File: src/shared/usibg_pkg.sv
// What this block does
// Interrupt control resets to 0x01
// Flags read-only, three enables read/write
// Set tx empty on holding-to-shifter transfer
// Clear tx empty on holding buffer write
// Set rx full when frame copied in
// Clear rx full on holding buffer read
// Tx enable gates tx empty interrupt
// Rx enable gates rx full interrupt
// Error enable gates error summary interrupt
// Baud from clock, prescaler and divisor
// Async rate is clock over 16NP
// N equals divisor value plus one
// Prescaler code picks P, halves allowed
// Sync rate is clock over 2NP
// Software uses integer P in sync
// Mode bit: 0 async, 1 sync
// Sync internal clock drives serial clock pin
// Interrupt is OR of enabled flags
package usibg_pkg;
	// Register byte offsets
	localparam logic [7:0] OFS_ICTRL = 8'h00;
	localparam logic [7:0] OFS_MODE = 8'h04;
	localparam logic [7:0] OFS_PSC = 8'h08;
	localparam logic [7:0] OFS_DIV = 8'h0c;
	localparam logic [7:0] OFS_TXBUF = 8'h10;
	localparam logic [7:0] OFS_RXBUF = 8'h14;
	localparam logic [7:0] OFS_STAT = 8'h18;
	localparam logic [7:0] OFS_EVT_STAT = 8'h1c;
	localparam logic [7:0] OFS_EVT_CLR = 8'h20;
	localparam logic [7:0] OFS_EVT_EN = 8'h24;
	// Interrupt control field positions
	localparam int BIT_TBE = 0;
	localparam int BIT_RBF = 1;
	localparam int BIT_ETI = 5;
	localparam int BIT_ERI = 6;
	localparam int BIT_EEI = 7;
	localparam logic [7:0] ICTRL_RESET = 8'h01;
	// Mode register fields
	localparam int BIT_MODE_SYNC = 0;
	localparam int BIT_MODE_CKS = 3;
	// Status register field for error summary
	localparam int BIT_ERR = 3;
	// Event bits of the sticky status register
	localparam int EVT_W = 3;
	localparam int EVT_TX = 0;
	localparam int EVT_RX = 1;
	localparam int EVT_ERR = 2;
	// Baud widths and reset values
	localparam int PSC_W = 5;
	localparam int DIV_W = 11;
	localparam logic [PSC_W-1:0] PSC_RESET = 5'h00;
	localparam logic [DIV_W-1:0] DIV_RESET = 11'h000;
	// Oversample ticks per bit, minus one
	localparam logic [3:0] OS_LAST_ASYNC = 4'hf;
	localparam logic [3:0] OS_LAST_SYNC = 4'h1;
	// Bus responses
	localparam logic [1:0] RESP_OKAY = 2'h0;
	localparam logic [1:0] RESP_SLVERR = 2'h2;
endpackage : usibg_pkg

File: src/rtl/usibg_usart_irq_baud.sv
`timescale 1ns/1ns
module usibg_usart_irq_baud (
	// Clock and reset
	input wire logic aclk,
	input wire logic aresetn,
	// AXI4-Lite write address and data
	input wire logic [7:0] awaddr,
	input wire logic awvalid,
	output logic awready,
	input wire logic [31:0] wdata,
	input wire logic [3:0] wstrb,
	input wire logic wvalid,
	output logic wready,
	// AXI4-Lite write response
	output logic [1:0] bresp,
	output logic bvalid,
	input wire logic bready,
	// AXI4-Lite read
	input wire logic [7:0] araddr,
	input wire logic arvalid,
	output logic arready,
	output logic [31:0] rdata,
	output logic [1:0] rresp,
	output logic rvalid,
	input wire logic rready,
	// Transmit shifter side
	input wire logic tx_shift_ready,
	output logic tx_load,
	output logic [7:0] tx_shift_data,
	// Receive shifter and status side
	input wire logic rx_frame_done,
	input wire logic [7:0] rx_frame_data,
	input wire logic rx_error_summary,
	// Baud ticks and serial clock pin
	output logic os_tick,
	output logic bit_tick,
	input wire logic serial_clock_pin_in,
	output logic serial_clock_pin_out,
	output logic serial_clock_pin_oe,
	// Interrupt
	output logic irq
);
	import usibg_pkg::*;

	// Bus handshake state
	logic aw_held, w_held;
	logic [7:0] aw_addr_q;
	logic [31:0] w_data_q;
	logic [3:0] w_strb_q;
	logic next_aw_held, next_w_held, next_bvalid, next_rvalid;
	logic [7:0] next_aw_addr_q;
	logic [31:0] next_w_data_q;
	logic [3:0] next_w_strb_q;
	logic [1:0] next_bresp, next_rresp;
	logic [31:0] next_rdata;
	// Register state
	logic tbe, rbf, eti, eri, eei, mode_sync, mode_cks, err_q;
	logic [PSC_W-1:0] psc;
	logic [DIV_W-1:0] div;
	logic [7:0] txbuf, rxbuf;
	logic [EVT_W-1:0] evt_stat, evt_en, evt_raw;
	logic next_tbe, next_rbf, next_eti, next_eri, next_eei, next_mode_sync, next_mode_cks;
	logic [PSC_W-1:0] next_psc;
	logic [DIV_W-1:0] next_div;
	logic [7:0] next_txbuf, next_rxbuf, next_tx_shift_data;
	logic [EVT_W-1:0] next_evt_stat, next_evt_en;
	logic next_tx_load, next_irq, next_sclk_out, next_sclk_oe, next_os, next_bit;
	// Pin synchroniser and decoded strobes
	logic sclk_meta, sclk_sync, sclk_prev;
	logic do_wr, do_rd, wr_tbuf, rd_rbuf, xfer, wr_ok;
	logic gen_os, gen_bit, gen_clk;
	logic [7:0] ictrl_view;

	// Shared address decode for reads and writes
	function automatic logic is_mapped(input logic [7:0] a);
		is_mapped = (a == OFS_ICTRL) || (a == OFS_MODE) || (a == OFS_PSC) || (a == OFS_DIV) ||
			(a == OFS_TXBUF) || (a == OFS_RXBUF) || (a == OFS_STAT) || (a == OFS_EVT_STAT) ||
			(a == OFS_EVT_CLR) || (a == OFS_EVT_EN);
	endfunction : is_mapped

	usibg_baud_gen i_usibg_baud_gen (
		.aclk(aclk),
		.aresetn(aresetn),
		.psc_code(psc),
		.divisor(div),
		.sync_mode_select(mode_sync),
		.os_tick(gen_os),
		.bit_tick(gen_bit),
		.gen_clk(gen_clk)
	);

	// Strobes; write waits until both address and data are held
	always_comb begin
		do_wr = aw_held && w_held && !bvalid;
		wr_ok = do_wr && is_mapped(aw_addr_q);
		do_rd = arvalid && arready;
		wr_tbuf = wr_ok && (aw_addr_q == OFS_TXBUF) && w_strb_q[0];
		rd_rbuf = do_rd && (araddr == OFS_RXBUF);
		// Transfer skips a write cycle so the new byte is never lost
		xfer = !tbe && tx_shift_ready && !wr_tbuf;
		ictrl_view = {eei, eri, eti, 3'h0, rbf, tbe};
	end

	// Bus channel next values
	always_comb begin
		next_aw_held = aw_held;
		next_w_held = w_held;
		next_aw_addr_q = aw_addr_q;
		next_w_data_q = w_data_q;
		next_w_strb_q = w_strb_q;
		next_bvalid = bvalid;
		next_bresp = bresp;
		next_rvalid = rvalid;
		next_rresp = rresp;
		next_rdata = rdata;
		if (awvalid && awready) begin
			next_aw_held = 1'b1;
			next_aw_addr_q = awaddr;
		end
		if (wvalid && wready) begin
			next_w_held = 1'b1;
			next_w_data_q = wdata;
			next_w_strb_q = wstrb;
		end
		if (do_wr) begin
			next_aw_held = 1'b0;
			next_w_held = 1'b0;
			next_bvalid = 1'b1;
			next_bresp = is_mapped(aw_addr_q) ? RESP_OKAY : RESP_SLVERR;
		end else if (bvalid && bready) begin
			next_bvalid = 1'b0;
		end
		if (do_rd) begin
			next_rvalid = 1'b1;
			next_rresp = is_mapped(araddr) ? RESP_OKAY : RESP_SLVERR;
			case (araddr)
				OFS_ICTRL: next_rdata = {24'h000000, ictrl_view};
				OFS_MODE: next_rdata = {28'h0000000, mode_cks, 2'h0, mode_sync};
				OFS_PSC: next_rdata = {27'h0000000, psc};
				OFS_DIV: next_rdata = {21'h000000, div};
				OFS_TXBUF: next_rdata = {24'h000000, txbuf};
				OFS_RXBUF: next_rdata = {24'h000000, rxbuf};
				OFS_STAT: next_rdata = {28'h0000000, rx_error_summary, 3'h0};
				OFS_EVT_STAT: next_rdata = {29'h00000000, evt_stat};
				OFS_EVT_EN: next_rdata = {29'h00000000, evt_en};
				default: next_rdata = 32'h00000000;
			endcase
		end else if (rvalid && rready) begin
			next_rvalid = 1'b0;
		end
	end

	// Bus channel registers; ready stays low while a word is held
	always_ff @(posedge aclk) begin
		if (!aresetn) begin
			aw_held <= 1'b0;
			w_held <= 1'b0;
			aw_addr_q <= 8'h00;
			w_data_q <= 32'h00000000;
			w_strb_q <= 4'h0;
			awready <= 1'b0;
			wready <= 1'b0;
			arready <= 1'b0;
			bvalid <= 1'b0;
			bresp <= RESP_OKAY;
			rvalid <= 1'b0;
			rresp <= RESP_OKAY;
			rdata <= 32'h00000000;
		end else begin
			aw_held <= next_aw_held;
			w_held <= next_w_held;
			aw_addr_q <= next_aw_addr_q;
			w_data_q <= next_w_data_q;
			w_strb_q <= next_w_strb_q;
			awready <= !next_aw_held;
			wready <= !next_w_held;
			arready <= !next_rvalid;
			bvalid <= next_bvalid;
			bresp <= next_bresp;
			rvalid <= next_rvalid;
			rresp <= next_rresp;
			rdata <= next_rdata;
		end
	end

	// Raw events: flag sets and rising error summary
	always_comb begin
		evt_raw[EVT_TX] = xfer;
		evt_raw[EVT_RX] = rx_frame_done;
		evt_raw[EVT_ERR] = rx_error_summary && !err_q;
	end

	// Sticky event bits; a new event beats a same-cycle clear
	for (genvar i = 0; i < EVT_W; i++) begin : g_evt
		always_comb begin
			next_evt_stat[i] = evt_stat[i];
			if (wr_ok && (aw_addr_q == OFS_EVT_CLR) && w_strb_q[0] && w_data_q[i]) begin
				next_evt_stat[i] = 1'b0;
			end
			if (evt_raw[i]) begin
				next_evt_stat[i] = 1'b1;
			end
		end
	end

	// Register next values; rx full set wins over its clear, but a tx holding write blocks the transfer that would set tx empty
	always_comb begin
		next_eti = eti;
		next_eri = eri;
		next_eei = eei;
		next_mode_sync = mode_sync;
		next_mode_cks = mode_cks;
		next_psc = psc;
		next_div = div;
		next_txbuf = txbuf;
		next_rxbuf = rxbuf;
		next_evt_en = evt_en;
		next_tx_shift_data = tx_shift_data;
		if (wr_ok && w_strb_q[0]) begin
			case (aw_addr_q)
				OFS_ICTRL: begin
					next_eti = w_data_q[BIT_ETI];
					next_eri = w_data_q[BIT_ERI];
					next_eei = w_data_q[BIT_EEI];
				end
				OFS_MODE: begin
					next_mode_sync = w_data_q[BIT_MODE_SYNC];
					next_mode_cks = w_data_q[BIT_MODE_CKS];
				end
				OFS_PSC: next_psc = w_data_q[PSC_W-1:0];
				OFS_TXBUF: next_txbuf = w_data_q[7:0];
				OFS_EVT_EN: next_evt_en = w_data_q[EVT_W-1:0];
				default: next_div = div;
			endcase
		end
		if (wr_ok && (aw_addr_q == OFS_DIV)) begin
			if (w_strb_q[0]) begin
				next_div[7:0] = w_data_q[7:0];
			end
			if (w_strb_q[1]) begin
				next_div[DIV_W-1:8] = w_data_q[DIV_W-1:8];
			end
		end
		next_tbe = tbe;
		if (wr_tbuf) begin
			next_tbe = 1'b0;
		end
		next_tx_load = xfer;
		if (xfer) begin
			next_tbe = 1'b1;
			next_tx_shift_data = txbuf;
		end
		next_rbf = rbf;
		if (rd_rbuf) begin
			next_rbf = 1'b0;
		end
		if (rx_frame_done) begin
			next_rbf = 1'b1;
			next_rxbuf = rx_frame_data;
		end
		// Level request from the next flag values so it tracks them
		next_irq = (next_tbe && next_eti) || (next_rbf && next_eri) ||
			(rx_error_summary && next_eei) || |(next_evt_stat & next_evt_en);
		// Sync mode: own clock out, or bit timing from the pin
		next_sclk_oe = mode_sync && !mode_cks;
		next_sclk_out = next_sclk_oe && gen_clk;
		next_os = gen_os;
		next_bit = (mode_sync && mode_cks) ? (sclk_prev && !sclk_sync) : gen_bit;
	end

	// Register state, pin synchroniser and outputs
	always_ff @(posedge aclk) begin
		if (!aresetn) begin
			tbe <= ICTRL_RESET[BIT_TBE];
			rbf <= ICTRL_RESET[BIT_RBF];
			eti <= ICTRL_RESET[BIT_ETI];
			eri <= ICTRL_RESET[BIT_ERI];
			eei <= ICTRL_RESET[BIT_EEI];
			mode_sync <= 1'b0;
			mode_cks <= 1'b0;
			psc <= PSC_RESET;
			div <= DIV_RESET;
			txbuf <= 8'h00;
			rxbuf <= 8'h00;
			evt_stat <= '0;
			evt_en <= '0;
			err_q <= 1'b0;
			tx_load <= 1'b0;
			tx_shift_data <= 8'h00;
			irq <= 1'b0;
			sclk_meta <= 1'b0;
			sclk_sync <= 1'b0;
			sclk_prev <= 1'b0;
			serial_clock_pin_out <= 1'b0;
			serial_clock_pin_oe <= 1'b0;
			os_tick <= 1'b0;
			bit_tick <= 1'b0;
		end else begin
			tbe <= next_tbe;
			rbf <= next_rbf;
			eti <= next_eti;
			eri <= next_eri;
			eei <= next_eei;
			mode_sync <= next_mode_sync;
			mode_cks <= next_mode_cks;
			psc <= next_psc;
			div <= next_div;
			txbuf <= next_txbuf;
			rxbuf <= next_rxbuf;
			evt_stat <= next_evt_stat;
			evt_en <= next_evt_en;
			err_q <= rx_error_summary;
			tx_load <= next_tx_load;
			tx_shift_data <= next_tx_shift_data;
			irq <= next_irq;
			sclk_meta <= serial_clock_pin_in;
			sclk_sync <= sclk_meta;
			sclk_prev <= sclk_sync;
			serial_clock_pin_out <= next_sclk_out;
			serial_clock_pin_oe <= next_sclk_oe;
			os_tick <= next_os;
			bit_tick <= next_bit;
		end
	end
endmodule : usibg_usart_irq_baud

File: src/rtl/usibg_baud_gen.sv
`timescale 1ns/1ns
module usibg_baud_gen (
	// Clock and reset
	input wire logic aclk,
	input wire logic aresetn,
	// Configuration
	input wire logic [usibg_pkg::PSC_W-1:0] psc_code,
	input wire logic [usibg_pkg::DIV_W-1:0] divisor,
	input wire logic sync_mode_select,
	// Ticks and generated clock
	output logic os_tick,
	output logic bit_tick,
	output logic gen_clk
);
	import usibg_pkg::*;

	logic [5:0] acc;
	logic [DIV_W-1:0] ncnt;
	logic [3:0] phase;
	logic [5:0] next_acc;
	logic [DIV_W-1:0] next_ncnt;
	logic [3:0] next_phase;
	logic next_os_tick;
	logic next_bit_tick;
	logic next_gen_clk;
	logic [5:0] p_half;
	logic [5:0] sum;
	logic p_tick;
	logic [3:0] os_last;

	// Fractional prescaler counts in half steps so P may end in .5
	always_comb begin
		p_half = {1'b0, psc_code} + 6'h01;
		sum = acc + 6'h02;
		p_tick = 1'b0;
		next_acc = acc;
		if (psc_code != PSC_RESET) begin // Code zero stops the generator
			if (sum >= p_half) begin
				next_acc = sum - p_half;
				p_tick = 1'b1;
			end else begin
				next_acc = sum;
			end
		end
		os_last = sync_mode_select ? OS_LAST_SYNC : OS_LAST_ASYNC;
		next_ncnt = ncnt;
		next_os_tick = 1'b0;
		if (p_tick) begin
			if (ncnt >= divisor) begin
				next_ncnt = '0;
				next_os_tick = 1'b1;
			end else begin
				next_ncnt = ncnt + 11'h001;
			end
		end
		next_phase = phase;
		next_bit_tick = 1'b0;
		next_gen_clk = gen_clk;
		if (next_os_tick) begin
			next_gen_clk = ~gen_clk;
			if (phase >= os_last) begin
				next_phase = '0;
				next_bit_tick = 1'b1;
			end else begin
				next_phase = phase + 4'h1;
			end
		end
	end

	// Baud counters
	always_ff @(posedge aclk) begin
		if (!aresetn) begin
			acc <= '0;
			ncnt <= '0;
			phase <= '0;
			os_tick <= 1'b0;
			bit_tick <= 1'b0;
			gen_clk <= 1'b0;
		end else begin
			acc <= next_acc;
			ncnt <= next_ncnt;
			phase <= next_phase;
			os_tick <= next_os_tick;
			bit_tick <= next_bit_tick;
			gen_clk <= next_gen_clk;
		end
	end
endmodule : usibg_baud_gen

File: config.mk
export PLATFORM = sky130hd
export DESIGN_NAME = usibg_usart_irq_baud
export DESIGN_NICKNAME = d
export VERILOG_FILES = /design/src/shared/usibg_pkg.sv /design/src/rtl/usibg_usart_irq_baud.sv /design/src/rtl/usibg_baud_gen.sv
export SDC_FILE = /design/constraint.sdc
export NUM_CORES = 1
export LEC_CHECK = 0
export BUFFER_PORTS_ARGS = -buffer_cell sky130_fd_sc_hd__buf_2
export CAP_MARGIN = 20
export CORE_UTILIZATION = 51
export DETAILED_ROUTE_END_ITERATION = 10
export PLACE_DENSITY_LB_ADDON = 0.05
export SLEW_MARGIN = 20
export SYNTH_ARGS = -nofsm -noshare
export SYNTH_HDL_FRONTEND = slang
export SYNTH_HIERARCHICAL = 1
export SYNTH_SLANG_ARGS = --single-unit
File: constraint.sdc
create_clock -name aclk -period 4.65 [get_ports aclk]
set_clock_uncertainty 0.1 [all_clocks]
set_input_delay 0.93 -clock aclk [delete_from_list [all_inputs] [get_ports aclk]]
set_output_delay 0.93 -clock aclk [all_outputs]
set_load 0.01 [all_outputs]
==> flow_metrics.py, run 1 <==
metrics = {
    "cts": {
        "cts_tree": "done",
        "cts_sinks": 128,
        "path_clk_slew_ps": 50,
        "cts_root_buf": "clkbuf_16",
        "clkLatencyLatePin_ps": 420,
        "postCtsResizedCells": 0,
        "max-clock-path-buffers": 2,
        "hold_buffers": 0,
        "htreeDepth": 4,
        "cts_made_buffers": 17,
        "cts_setup_buffers": 0,
    },
    "critical_path": {
        "cp_num_buf_inv": 0,
        "reg2reg_to": "i_usibg_baud_gen/ncnt[8]$_SDFFE_PN0N_",
        "worstPathCellList": "ha_1 > nand3_1 > xor2_1 > ha_1 > nand4_1 > o21a_2 > a21oi_2 > nand4_2 > or3_1 > a21oi_1",
        "r2r_slack_ps": 1470,
        "crit_fanout": 11,
        "crit_path_end_kind": "flip-flop",
        "path_class": "reg -> reg",
        "reg2regPathDepth": 10,
        "crit_family": "simple AND/OR/NAND/NOR gates",
        "slowest_delay_ps": 480,
        "cpMostUsedCell": "ha_1",
        "timing.rr.start": "psc[0]$_SDFFE_PN0P_",
        "worstPathArrival_ps": 3420,
        "critPathSlowestCell": "a21oi_2",
        "worstSetupPathDepth": 10,
        "cp-start-kind": "flip-flop",
        "crit_required_ps": 4900,
    },
    "final_layout": {
        "regArea_um2": 2560,
        "fill_cells": 1038,
        "fin_nets": 855,
        "layout-drive-gt1-share_pct": 16.4,
        "n_antenna_cell": 0,
        "syn_to_final_growth_pct": 15.4,
        "multi_input_area_um2": 3210,
    },
    "floorplan": {
        "io_pins": 126,
        "die_y_um": 111,
        "dieArea_um2": 12400,
        "coreArea_um2": 11500,
        "rows": 39,
        "start_util_pct": 53.0,
        "fp.dieW_um": 111,
    },
    "global_route": {
        "grt_usage_pct": 24.1,
        "antenna_found_initial": 0,
        "met3_usage_pct": 6.37,
        "top_usage_layer": "met2",
        "met1_usage_pct": 30.6,
        "grt_pass1_vias": 4796,
        "grt_pass1_wl_um": 23400,
        "grt_max_degree": 56,
        "grt_overflow": 0,
        "grt_use_met2_pct": 39.2,
    },
    "detailed_routing": {
        "ant_nets": 0,
        "finalWirelength_um": 14200,
        "vias": 5019,
        "vias_per_cell": 5.50,
        "first_pass_iters": 7,
        "avgRoutedWirePerCell_um": 15.6,
        "drc": 15,
        "drt_iter0_drc": 283,
    },
    "placed_design": {
        "place_congestion": 0.824,
        "dpl.hpwl_um": 10200,
        "portBuffers": 79,
    },
    "min_path": {
        "min-delay-start": "i_usibg_baud_gen/bit_tick$_SDFF_PN0_",
        "hold_end": "bit_tick$_SDFF_PN0_",
        "min_path_cells": 2,
        "hold_class": "reg -> reg",
    },
    "sta": {
        "holdWs_ps": 346,
        "slew_violations": 0,
        "maxSlewHeadroom_pct": 39.3,
        "finalSetupViolCount": 0,
        "setup_tns_ps": 0,
        "fin_crit_sh_pct": 68.3,
        "grt_setup_unrepaired": "no",
        "hold_viol_final": 0,
        "max_freq_mhz": 315,
        "worst_pin_slew_ps": 902,
        "fin_crit_ps": 3180,
    },
    "synth": {
        "synth_warnings": 6,
        "synthFlopType": "dfxtp_1",
        "synth_top_area_share_pct": 42.0,
        "ys_types": 67,
        "synthArstFlopShare_pct": 0,
        "synth_enable_flop_cells": 0,
        "ys_top_cells_by_count": "dfxtp_1 (128), nor2_1 (85), nand2_1 (66), mux2i_1 (65), a21oi_1 (51)",
        "yosysTopAreaCell": "dfxtp_1",
        "synth_most_common_cell": "dfxtp_1",
        "netlist_instances": 689,
        "avgSynthCellArea_um2": 8.85,
        "synth_seq_area_share_pct": 42.0,
        "ys_seq_elements": 128,
        "ys_top_cells_by_area": "dfxtp_1 (42%), mux2i_1 (11%), nor2_1 (5.2%), ha_1 (5.1%), a21oi_1 (4.2%)",
        "syn_area_um2": 6100,
    },
    "outcome": {
        "status": "complete, but fails checks",
        "violations": "DRC",
    },
    "run": {
        "maxCapViolCount": 0,
    },
    "pwr": {
        "ir_drop_uv": 323,
        "p_leak_uw": 0.00294,
        "powerDensity_nw_per_um2": 364,
    },
}
[where the power goes]
part / internal [uW] / total, uW / switching, uW
registers: 1120 / 1140 / 21.5
logic: 44.0 / 121 / 77.0
clock network: 826 / 1300 / 475
total: 1990 / 2560 / 574
[worst register-to-register path: stages, from the launching register on]
cell	delay, ps
dfxtp_1	410
ha_1	220
nand3_1	100
xor2_1	180
ha_1	410
nand4_1	130
o21a_2	250
a21oi_2	490
nand4_2	280
or3_1	400
a21oi_1	140
[stage by stage]
stage / area, um^2 / util [%] / cells / worst slack, ps / power, uW
floorplan: 6180 / - / 711 / 1920 / 1250
global placement: 6460 / 56.1 / 882 / 1600 / 1280
detailed placement: 6460 / 56.1 / 882 / 1470 / 1280
CTS: 7040 / 61.1 / 913 / 1470 / 2580
global route: 7040 / 61.1 / 913 / 1180 / 2650
finish: 7040 / 61.1 / 913 / 1470 / 2560
[final cells by class]
type / instances / area share, %
Clock buffer: 22 / 6.73
Clock inverter: 9 / 1.55
Inverter: 25 / 1.33
Multi-Input combinational cell: 505 / 45.6
Sequential cell: 128 / 36.4
Tap cell: 143 / 2.54
Timing Repair Buffer: 81 / 5.83
[placed cells by master, fill, tap and decap left out, types with 6 or more instances in the layout]
cell	synthesis	layout
a21oi_1	51	51
a22oi_1	12	12
and2_1	8	8
and3_1	8	8
buf_2	4	79
clkbuf_16	0	17
conb_1	1	23
dfxtp_1	128	128
ha_1	25	25
inv_1	23	23
mux2i_1	65	65
nand2_1	66	66
nand3_1	19	19
nand4_1	8	8
nor2_1	85	85
nor3_1	6	6
o21ai_0	24	24
o22ai_1	7	7
or3_1	9	9
xnor2_1	6	6
xor2_1	10	10
[sequential cells by signal, indices dropped and copies added, names as in the netlist, 3 cells and up]
signal	flops
i_usibg_baud_gen/ncnt	11
i_usibg_baud_gen/acc	6
div	11
w_data_q	11
rdata	11
txbuf	8
aw_addr_q	8
evt_stat	3
i_usibg_baud_gen/phase	4
tx_shift_data	8
rxbuf	8
psc	5
evt_en	3
[cells by family after synthesis]
| group | count (synthesis) | synth area share, % |
|---|---|---|
| simple gates | 250 | 20.3 |
| flops | 128 | 42.0 |
| compound gates | 123 | 12.1 |
| buf+inv | 78 | 6.69 |
| mux | 67 | 11.0 |
| fa+ha+maj | 26 | 5.46 |
| xor+xnor | 16 | 2.30 |
| other cells | 1 | 0.0615 |
[per-layer routing]
metal / share of wire, % / vias to the layer above
met3: 4.7 / 20
li1: - / 2496
met1: 46 / 2370
met4: 1.5 / 0
met2: 47 / 133
met5: 0 / -
[how the worst max path moves through the flow]
stage / end / slack (ps) / from
finish: i_usibg_baud_gen/ncnt[8]$_SDFFE_PN0N_ / 1470 / psc[0]$_SDFFE_PN0P_
global route: i_usibg_baud_gen/ncnt[6]$_SDFFE_PN0N_ / 1180 / psc[1]$_SDFFE_PN0P_
CTS: i_usibg_baud_gen/ncnt[6]$_SDFFE_PN0N_ / 1470 / psc[1]$_SDFFE_PN0P_
detailed placement: i_usibg_baud_gen/ncnt[8]$_SDFFE_PN0N_ / 1470 / psc[1]$_SDFFE_PN0P_
global placement: i_usibg_baud_gen/ncnt[6]$_SDFFE_PN0N_ / 1600 / psc[0]$_SDFFE_PN0P_
floorplan: irq$_SDFF_PN0_ / 1920 / araddr[1]
Note: power is estimated with default switching activity, not from simulation.
==> run 2: changes to the inputs <==
ABC_AREA = 1   (was not set)
clock period = 3.2 ns   (was 4.65 ns; I/O delays follow)
==> run 2 against run 1 <==
Against the previous run: the run now ends clean; setup slack worse by 890 ps; sequential share of layout area down 1.7 points; sequential power up 46%; total power up 52%; flip-flop and latch count unchanged; combinational power up 98%; clock power up 54%; first-iteration DRC count up 13%.
==> flow_metrics.py, run 2 <==
metrics = {
    "outcome": {
        "status": "complete, no violations",
    },
    "detailed_routing": {
        "vias": 5612,
        "avgRoutedWirePerCell_um": 13.4,
        "finalWirelength_um": 15000,
        "vias_per_cell": 5.02,
        "drc": 0,
        "drt_iter0_drc": 320,
        "first_pass_iters": 5,
        "ant_nets": 0,
    },
    "synth": {
        "avgSynthCellArea_um2": 7.38,
        "yosysTopAreaCell": "dfxtp_1",
        "ys_top_cells_by_area": "dfxtp_1 (40%), nand2_1 (8.6%), o21ai_0 (7.0%), inv_1 (6.8%), a21oi_1 (5.8%)",
        "synth_seq_area_share_pct": 40.3,
        "netlist_instances": 861,
        "ys_seq_elements": 128,
        "synth_top_area_share_pct": 40.3,
        "ys_top_cells_by_count": "nand2_1 (145), dfxtp_1 (128), inv_1 (115), nor2_1 (90), o21ai_0 (89)",
        "synthArstFlopShare_pct": 0,
        "synth_warnings": 6,
        "synthFlopType": "dfxtp_1",
        "synth_most_common_cell": "nand2_1",
        "syn_area_um2": 6350,
        "synth_enable_flop_cells": 0,
        "ys_types": 48,
    },
    "floorplan": {
        "coreArea_um2": 12100,
        "die_y_um": 114,
        "start_util_pct": 52.7,
        "dieArea_um2": 12900,
        "io_pins": 126,
        "rows": 40,
        "fp.dieW_um": 114,
    },
    "cts": {
        "postCtsResizedCells": 0,
        "max-clock-path-buffers": 2,
        "cts_setup_buffers": 0,
        "htreeDepth": 4,
        "cts_root_buf": "clkbuf_16",
        "hold_buffers": 0,
        "path_clk_slew_ps": 50,
        "clkLatencyLatePin_ps": 430,
        "cts_made_buffers": 17,
        "cts_sinks": 128,
        "cts_tree": "done",
    },
    "sta": {
        "maxSlewHeadroom_pct": 51.1,
        "hold_viol_final": 0,
        "grt_setup_unrepaired": "no",
        "slew_violations": 0,
        "worst_pin_slew_ps": 734,
        "setup_tns_ps": 0,
        "finalSetupViolCount": 0,
        "fin_crit_ps": 2620,
        "fin_crit_sh_pct": 81.9,
        "max_freq_mhz": 382,
    },
    "final_layout": {
        "fin_nets": 1036,
        "layout_common_cells": "nand2_1 (145), dfxtp_1 (128), inv_1 (115)",
        "layout-drive-gt1-share_pct": 16.5,
        "layout.cells.most_common": "nand2_1",
        "stdcell_area_um2": 7380,
        "fill_cells": 1141,
        "utilization_pct": 61.2,
        "n_antenna_cell": 0,
        "syn_to_final_growth_pct": 16.2,
    },
    "critical_path": {
        "worstPathArrival_ps": 2870,
        "critPathSlowestCell": "fa_1",
        "slowest_delay_ps": 460,
        "cp-start-kind": "flip-flop",
        "cpMostUsedCell": "inv_1",
        "crit_path_end_kind": "flip-flop",
        "worstPathCellList": "inv_1 > ha_1 > inv_1 > fa_1 > inv_1 > nand2_1 > nand2_1 > nand3_4 > nand2_4 > inv_6 > nand2_2 > nand2_2 > a21oi_1",
        "cp_num_buf_inv": 4,
        "crit_family": "simple AND/OR/NAND/NOR gates",
        "path_class": "reg -> reg",
        "crit_required_ps": 3450,
        "crit_fanout": 13,
    },
    "placed_design": {
        "dpl.hpwl_um": 11200,
        "dpl-instance-area_um2": 6770,
        "portBuffers": 79,
        "place_congestion": 0.920,
    },
    "global_route": {
        "antenna_found_initial": 0,
        "grt_pass1_wl_um": 24500,
        "grt_overflow": 0,
        "grt_usage_pct": 24.5,
        "grt_max_degree": 79,
        "grt_pass1_vias": 5231,
    },
    "pwr": {
        "p_leak_uw": 0.00340,
        "ir_drop_uv": 422,
        "powerDensity_nw_per_um2": 529,
    },
    "run": {
        "maxCapViolCount": 0,
    },
    "min_path": {
        "hold_class": "in -> reg",
    },
}
-- run 2: changes by cell type after synthesis, sizes merged, moves of 7 or more --
cell    delta
o22ai      -7
mux2i     -65
and2       -8
and3       -7
or3        -9
clkbuf     -9
nor2      +13
a21oi     +24
nand3     +31
o21ai     +72
nand2     +90
inv       +99
a22oi     -12
-- run 2: metal layers --
metal  global-route usage [%]  up-vias  part of all wire (%)
li1                         -     2890                     -
met2                     42.4      138                    49
met5                        0        -                     0
met1                     29.1     2559                    45
met3                     6.32       25                   4.2
met4                     9.04        0                   1.8
-- run 2: worst paths after layout --
kind	startpoint	to	slack [ps]	depth (start not counted)
worst min register to register	i_usibg_baud_gen/os_tick$_SDFF_PN0_	os_tick$_SDFF_PN0_	310	2
worst min-delay path	serial_clock_pin_in	sclk_meta$_SDFF_PN0_	310	3
worst max-delay path	psc[1]$_SDFFE_PN0P_	i_usibg_baud_gen/ncnt[0]$_SDFFE_PN0N_	580	13
worst max register to register	psc[1]$_SDFFE_PN0P_	i_usibg_baud_gen/ncnt[0]$_SDFFE_PN0N_	580	13
-- run 2: power by group --
group / switching (uW) / internal [uW] / total [uW]
registers: 28.4 / 1640 / 1660
clock network: 691 / 1310 / 2000
logic: 163 / 75.5 / 239
total: 882 / 3020 / 3910
-- run 2: stage by stage --
stage          hold slack [ps]  cells  setup slack, ps  power, uW
2_1_floorplan              290    883              950       1880
4_1_cts                    289   1119              567       3930
3_3_place_gp               294   1088              638       1930
5_1_grt                    310   1119              297       4050
3_5_place_dp               304   1088              587       1930
6_report                   307   1119              581       3910
-- run 2: area by class of cell --
| cell class | count | area [um^2] | share of cell area [%] |
|---|---|---|---|
| Timing Repair Buffer | 81 | 410 | 5.56 |
| Sequential cell | 128 | 2560 | 34.7 |
| Inverter | 123 | 469 | 6.36 |
| Tap cell | 168 | 210 | 2.85 |
| Clock inverter | 11 | 164 | 2.22 |
| Multi-Input combinational cell | 588 | 3120 | 42.3 |
| Clock buffer | 20 | 447 | 6.05 |
-- run 2: cells by family after synthesis --
family | after synthesis | synth area share, %
AOI/OAI and AO/OA | 189 | 15.9
xor gates and xnor gates | 16 | 2.21
adders and majority gates | 26 | 5.24
buffers and inverters | 167 | 11.9
DFF | 128 | 40.3
other | 1 | 0.0590
and+or+nand+nor | 334 | 24.4
-- run 2: tightest hold or removal path: cells and delay by family --
family | cells | cell delay (ps)
buffers and inverters | 2 | 110
AND/OR/NAND/NOR | 1 | 40
==> run 3: changes to the inputs <==
clock period = 2.67 ns   (was 3.2 ns; I/O delays follow)
==> run 3 against run 2 <==
Against the previous run: utilization decreased by 0.20 points; critical path type unchanged; wire length increased by 0.18%; via count decreased by 0.23%; largest cell class unchanged; final area decreased by 0.32%; die area unchanged; total power increased by 13%; critical path depth unchanged; sequential power increased by 20%; cell count increased by 0.27%; flip-flop and latch count unchanged; register-to-register slack got worse by 350 ps.
==> flow_metrics.py, run 3 (synthesis results as in run 2) <==
metrics = {
    "critical_path": {
        "worstPathArrival_ps": 2640,
        "slowest_delay_ps": 410,
        "reg2regPathDepth": 13,
        "critPathSlowestCell": "dfxtp_1",
        "crit_path_end_kind": "flip-flop",
        "cp_num_buf_inv": 1,
        "worstPathCellList": "ha_1 > nand3_1 > xor2_1 > ha_1 > nand2_1 > nor2_1 > nand2_1 > nand3_4 > nand2_4 > inv_6 > nand2_2 > nand2_4 > nor2_1",
        "path_class": "reg -> reg",
        "crit_family": "simple AND/OR/NAND/NOR gates",
        "crit_required_ps": 2870,
        "crit_fanout": 13,
        "cp-start-kind": "flip-flop",
        "worstSetupPathDepth": 13,
    },
    "floorplan": {
        "io_pins": 126,
        "start_util_pct": 52.7,
        "die_y_um": 114,
        "dieArea_um2": 12900,
        "fp.dieW_um": 114,
        "rows": 40,
        "coreArea_um2": 12100,
    },
    "pwr": {
        "powerDensity_nw_per_um2": 598,
        "pwr-share-seq_pct": 45.3,
        "swShare_pct": 23.3,
        "ir_drop_uv": 392,
        "power_switching_uw": 1020,
        "p_leak_uw": 0.00340,
        "clockPowerShare_pct": 48.1,
        "p_int_uw": 3380,
        "pwr-share-comb_pct": 6.6,
    },
    "cts": {
        "max-clock-path-buffers": 2,
        "hold_buffers": 0,
        "cts_sinks": 128,
        "cts_made_buffers": 17,
        "cts_tree": "done",
        "htreeDepth": 4,
        "clkLatencyLatePin_ps": 410,
        "cts_root_buf": "clkbuf_16",
        "path_clk_slew_ps": 50,
    },
    "final_layout": {
        "layout.cells.most_common": "nand2_1",
        "fin_nets": 1039,
        "fill_cells": 1159,
        "multi_input_area_um2": 3120,
        "syn_to_final_growth_pct": 15.8,
        "n_antenna_cell": 0,
        "layout_common_cells": "nand2_1 (145), dfxtp_1 (128), inv_1 (115)",
        "regArea_um2": 2560,
        "layout-drive-gt1-share_pct": 16.7,
    },
    "sta": {
        "maxSlewHeadroom_pct": 60.1,
        "holdWs_ps": 202,
        "finalSetupViolCount": 0,
        "grt_setup_unrepaired": "no",
        "hold_viol_final": 0,
        "slew_violations": 0,
        "fin_crit_sh_pct": 91.2,
        "max_freq_mhz": 411,
        "setup_tns_ps": 0,
        "worst_pin_slew_ps": 592,
        "fin_crit_ps": 2440,
    },
    "placed_design": {
        "place_congestion": 0.907,
        "portBuffers": 79,
        "dpl.hpwl_um": 11300,
    },
    "detailed_routing": {
        "first_pass_iters": 4,
        "drt_iter0_drc": 389,
        "drc": 0,
        "vias_per_cell": 4.99,
        "finalWirelength_um": 15000,
        "avgRoutedWirePerCell_um": 13.4,
        "vias": 5599,
        "ant_nets": 0,
    },
    "run": {
        "maxCapViolCount": 0,
    },
    "global_route": {
        "grt_pass1_vias": 5306,
        "antenna_found_initial": 0,
        "grt_pass1_wl_um": 24800,
        "grt_usage_pct": 24.7,
        "grt_max_degree": 63,
        "grt_overflow": 0,
    },
    "min_path": {
        "min_path_cells": 3,
        "hold_class": "in -> reg",
    },
    "outcome": {
        "status": "complete, no violations",
    },
}
-- run 3: cell types whose count changed in the layout (fill, tap and decap cells not counted), sizes merged --
| cell | delta |
|---|---|
| buf | +3 |
| clkbuf | +6 |
| clkinv | -1 |
| bufinv | -4 |
| clkinvlp | -1 |
-- run 3: layer usage --
| metal | global-route usage (%) | vias up | share of wire [%] |
|---|---|---|---|
| met1 | 29.2 | 2516 | 44 |
| li1 | - | 2892 | - |
| met3 | 4.84 | 25 | 4.9 |
| met5 | 0 | - | 0 |
| met2 | 43.3 | 166 | 49 |
| met4 | 10.8 | 0 | 2.2 |
-- run 3: final cells by class --
cell class              count  share of cell area, %
repair buffers             84                   6.05
clock inverters             5                  0.374
multi-input cells         588                   42.5
clock buffers              26                   7.06
inverters                 123                   6.38
flip-flops and latches    128                   34.8
well taps                 168                   2.86
-- run 3: through the flow --
| stage | util [%] | cell area [um^2] | instances | setup slack [ps] | total power (uW) |
|---|---|---|---|---|---|
| finish | 61.0 | 7360 | 1122 | 235 | 4400 |
| floorplan | - | 6430 | 883 | 420 | 2250 |
| global route | 61.0 | 7360 | 1122 | 3.74 | 4560 |
| CTS | 61.0 | 7350 | 1122 | 125 | 4430 |
| global placement | 56.4 | 6810 | 1091 | 200 | 2310 |
| detailed placement | 56.4 | 6810 | 1091 | 138 | 2320 |
-- run 3: what timing repair did --
| action | 4_1_cts | 5_1_grt |
|---|---|---|
| gates resized for setup | 0 | 1 |
| endpoints found under the setup margin | 0 | 11 |
| setup buffers | 0 | 0 |
-- run 3: power groups by stage --
stage / logic [uW] / registers (uW) / clock network (uW)
floorplan: 222 / 2030 / 0
global placement: 281 / 2030 / 0
detailed placement: 289 / 2030 / 0
CTS: 291 / 1990 / 2140
global route: 331 / 2000 / 2230
finish: 291 / 1990 / 2110
-- run 3: worst paths after layout --
check | start | end | slack (ps)
setup / recovery | psc[1]$_SDFFE_PN0P_ | i_usibg_baud_gen/ncnt[9]$_SDFFE_PN0N_ | 230
hold / removal | serial_clock_pin_in | sclk_meta$_SDFF_PN0_ | 200
setup reg to reg | psc[1]$_SDFFE_PN0P_ | i_usibg_baud_gen/ncnt[9]$_SDFFE_PN0N_ | 230
hold reg to reg | sclk_meta$_SDFF_PN0_ | sclk_sync$_SDFF_PN0_ | 310
-- run 3: worst min-delay path: cells and delay by family --
kind,cells,cell delay [ps]
AND/OR/NAND/NOR,1,40
buffers and inverters,2,110
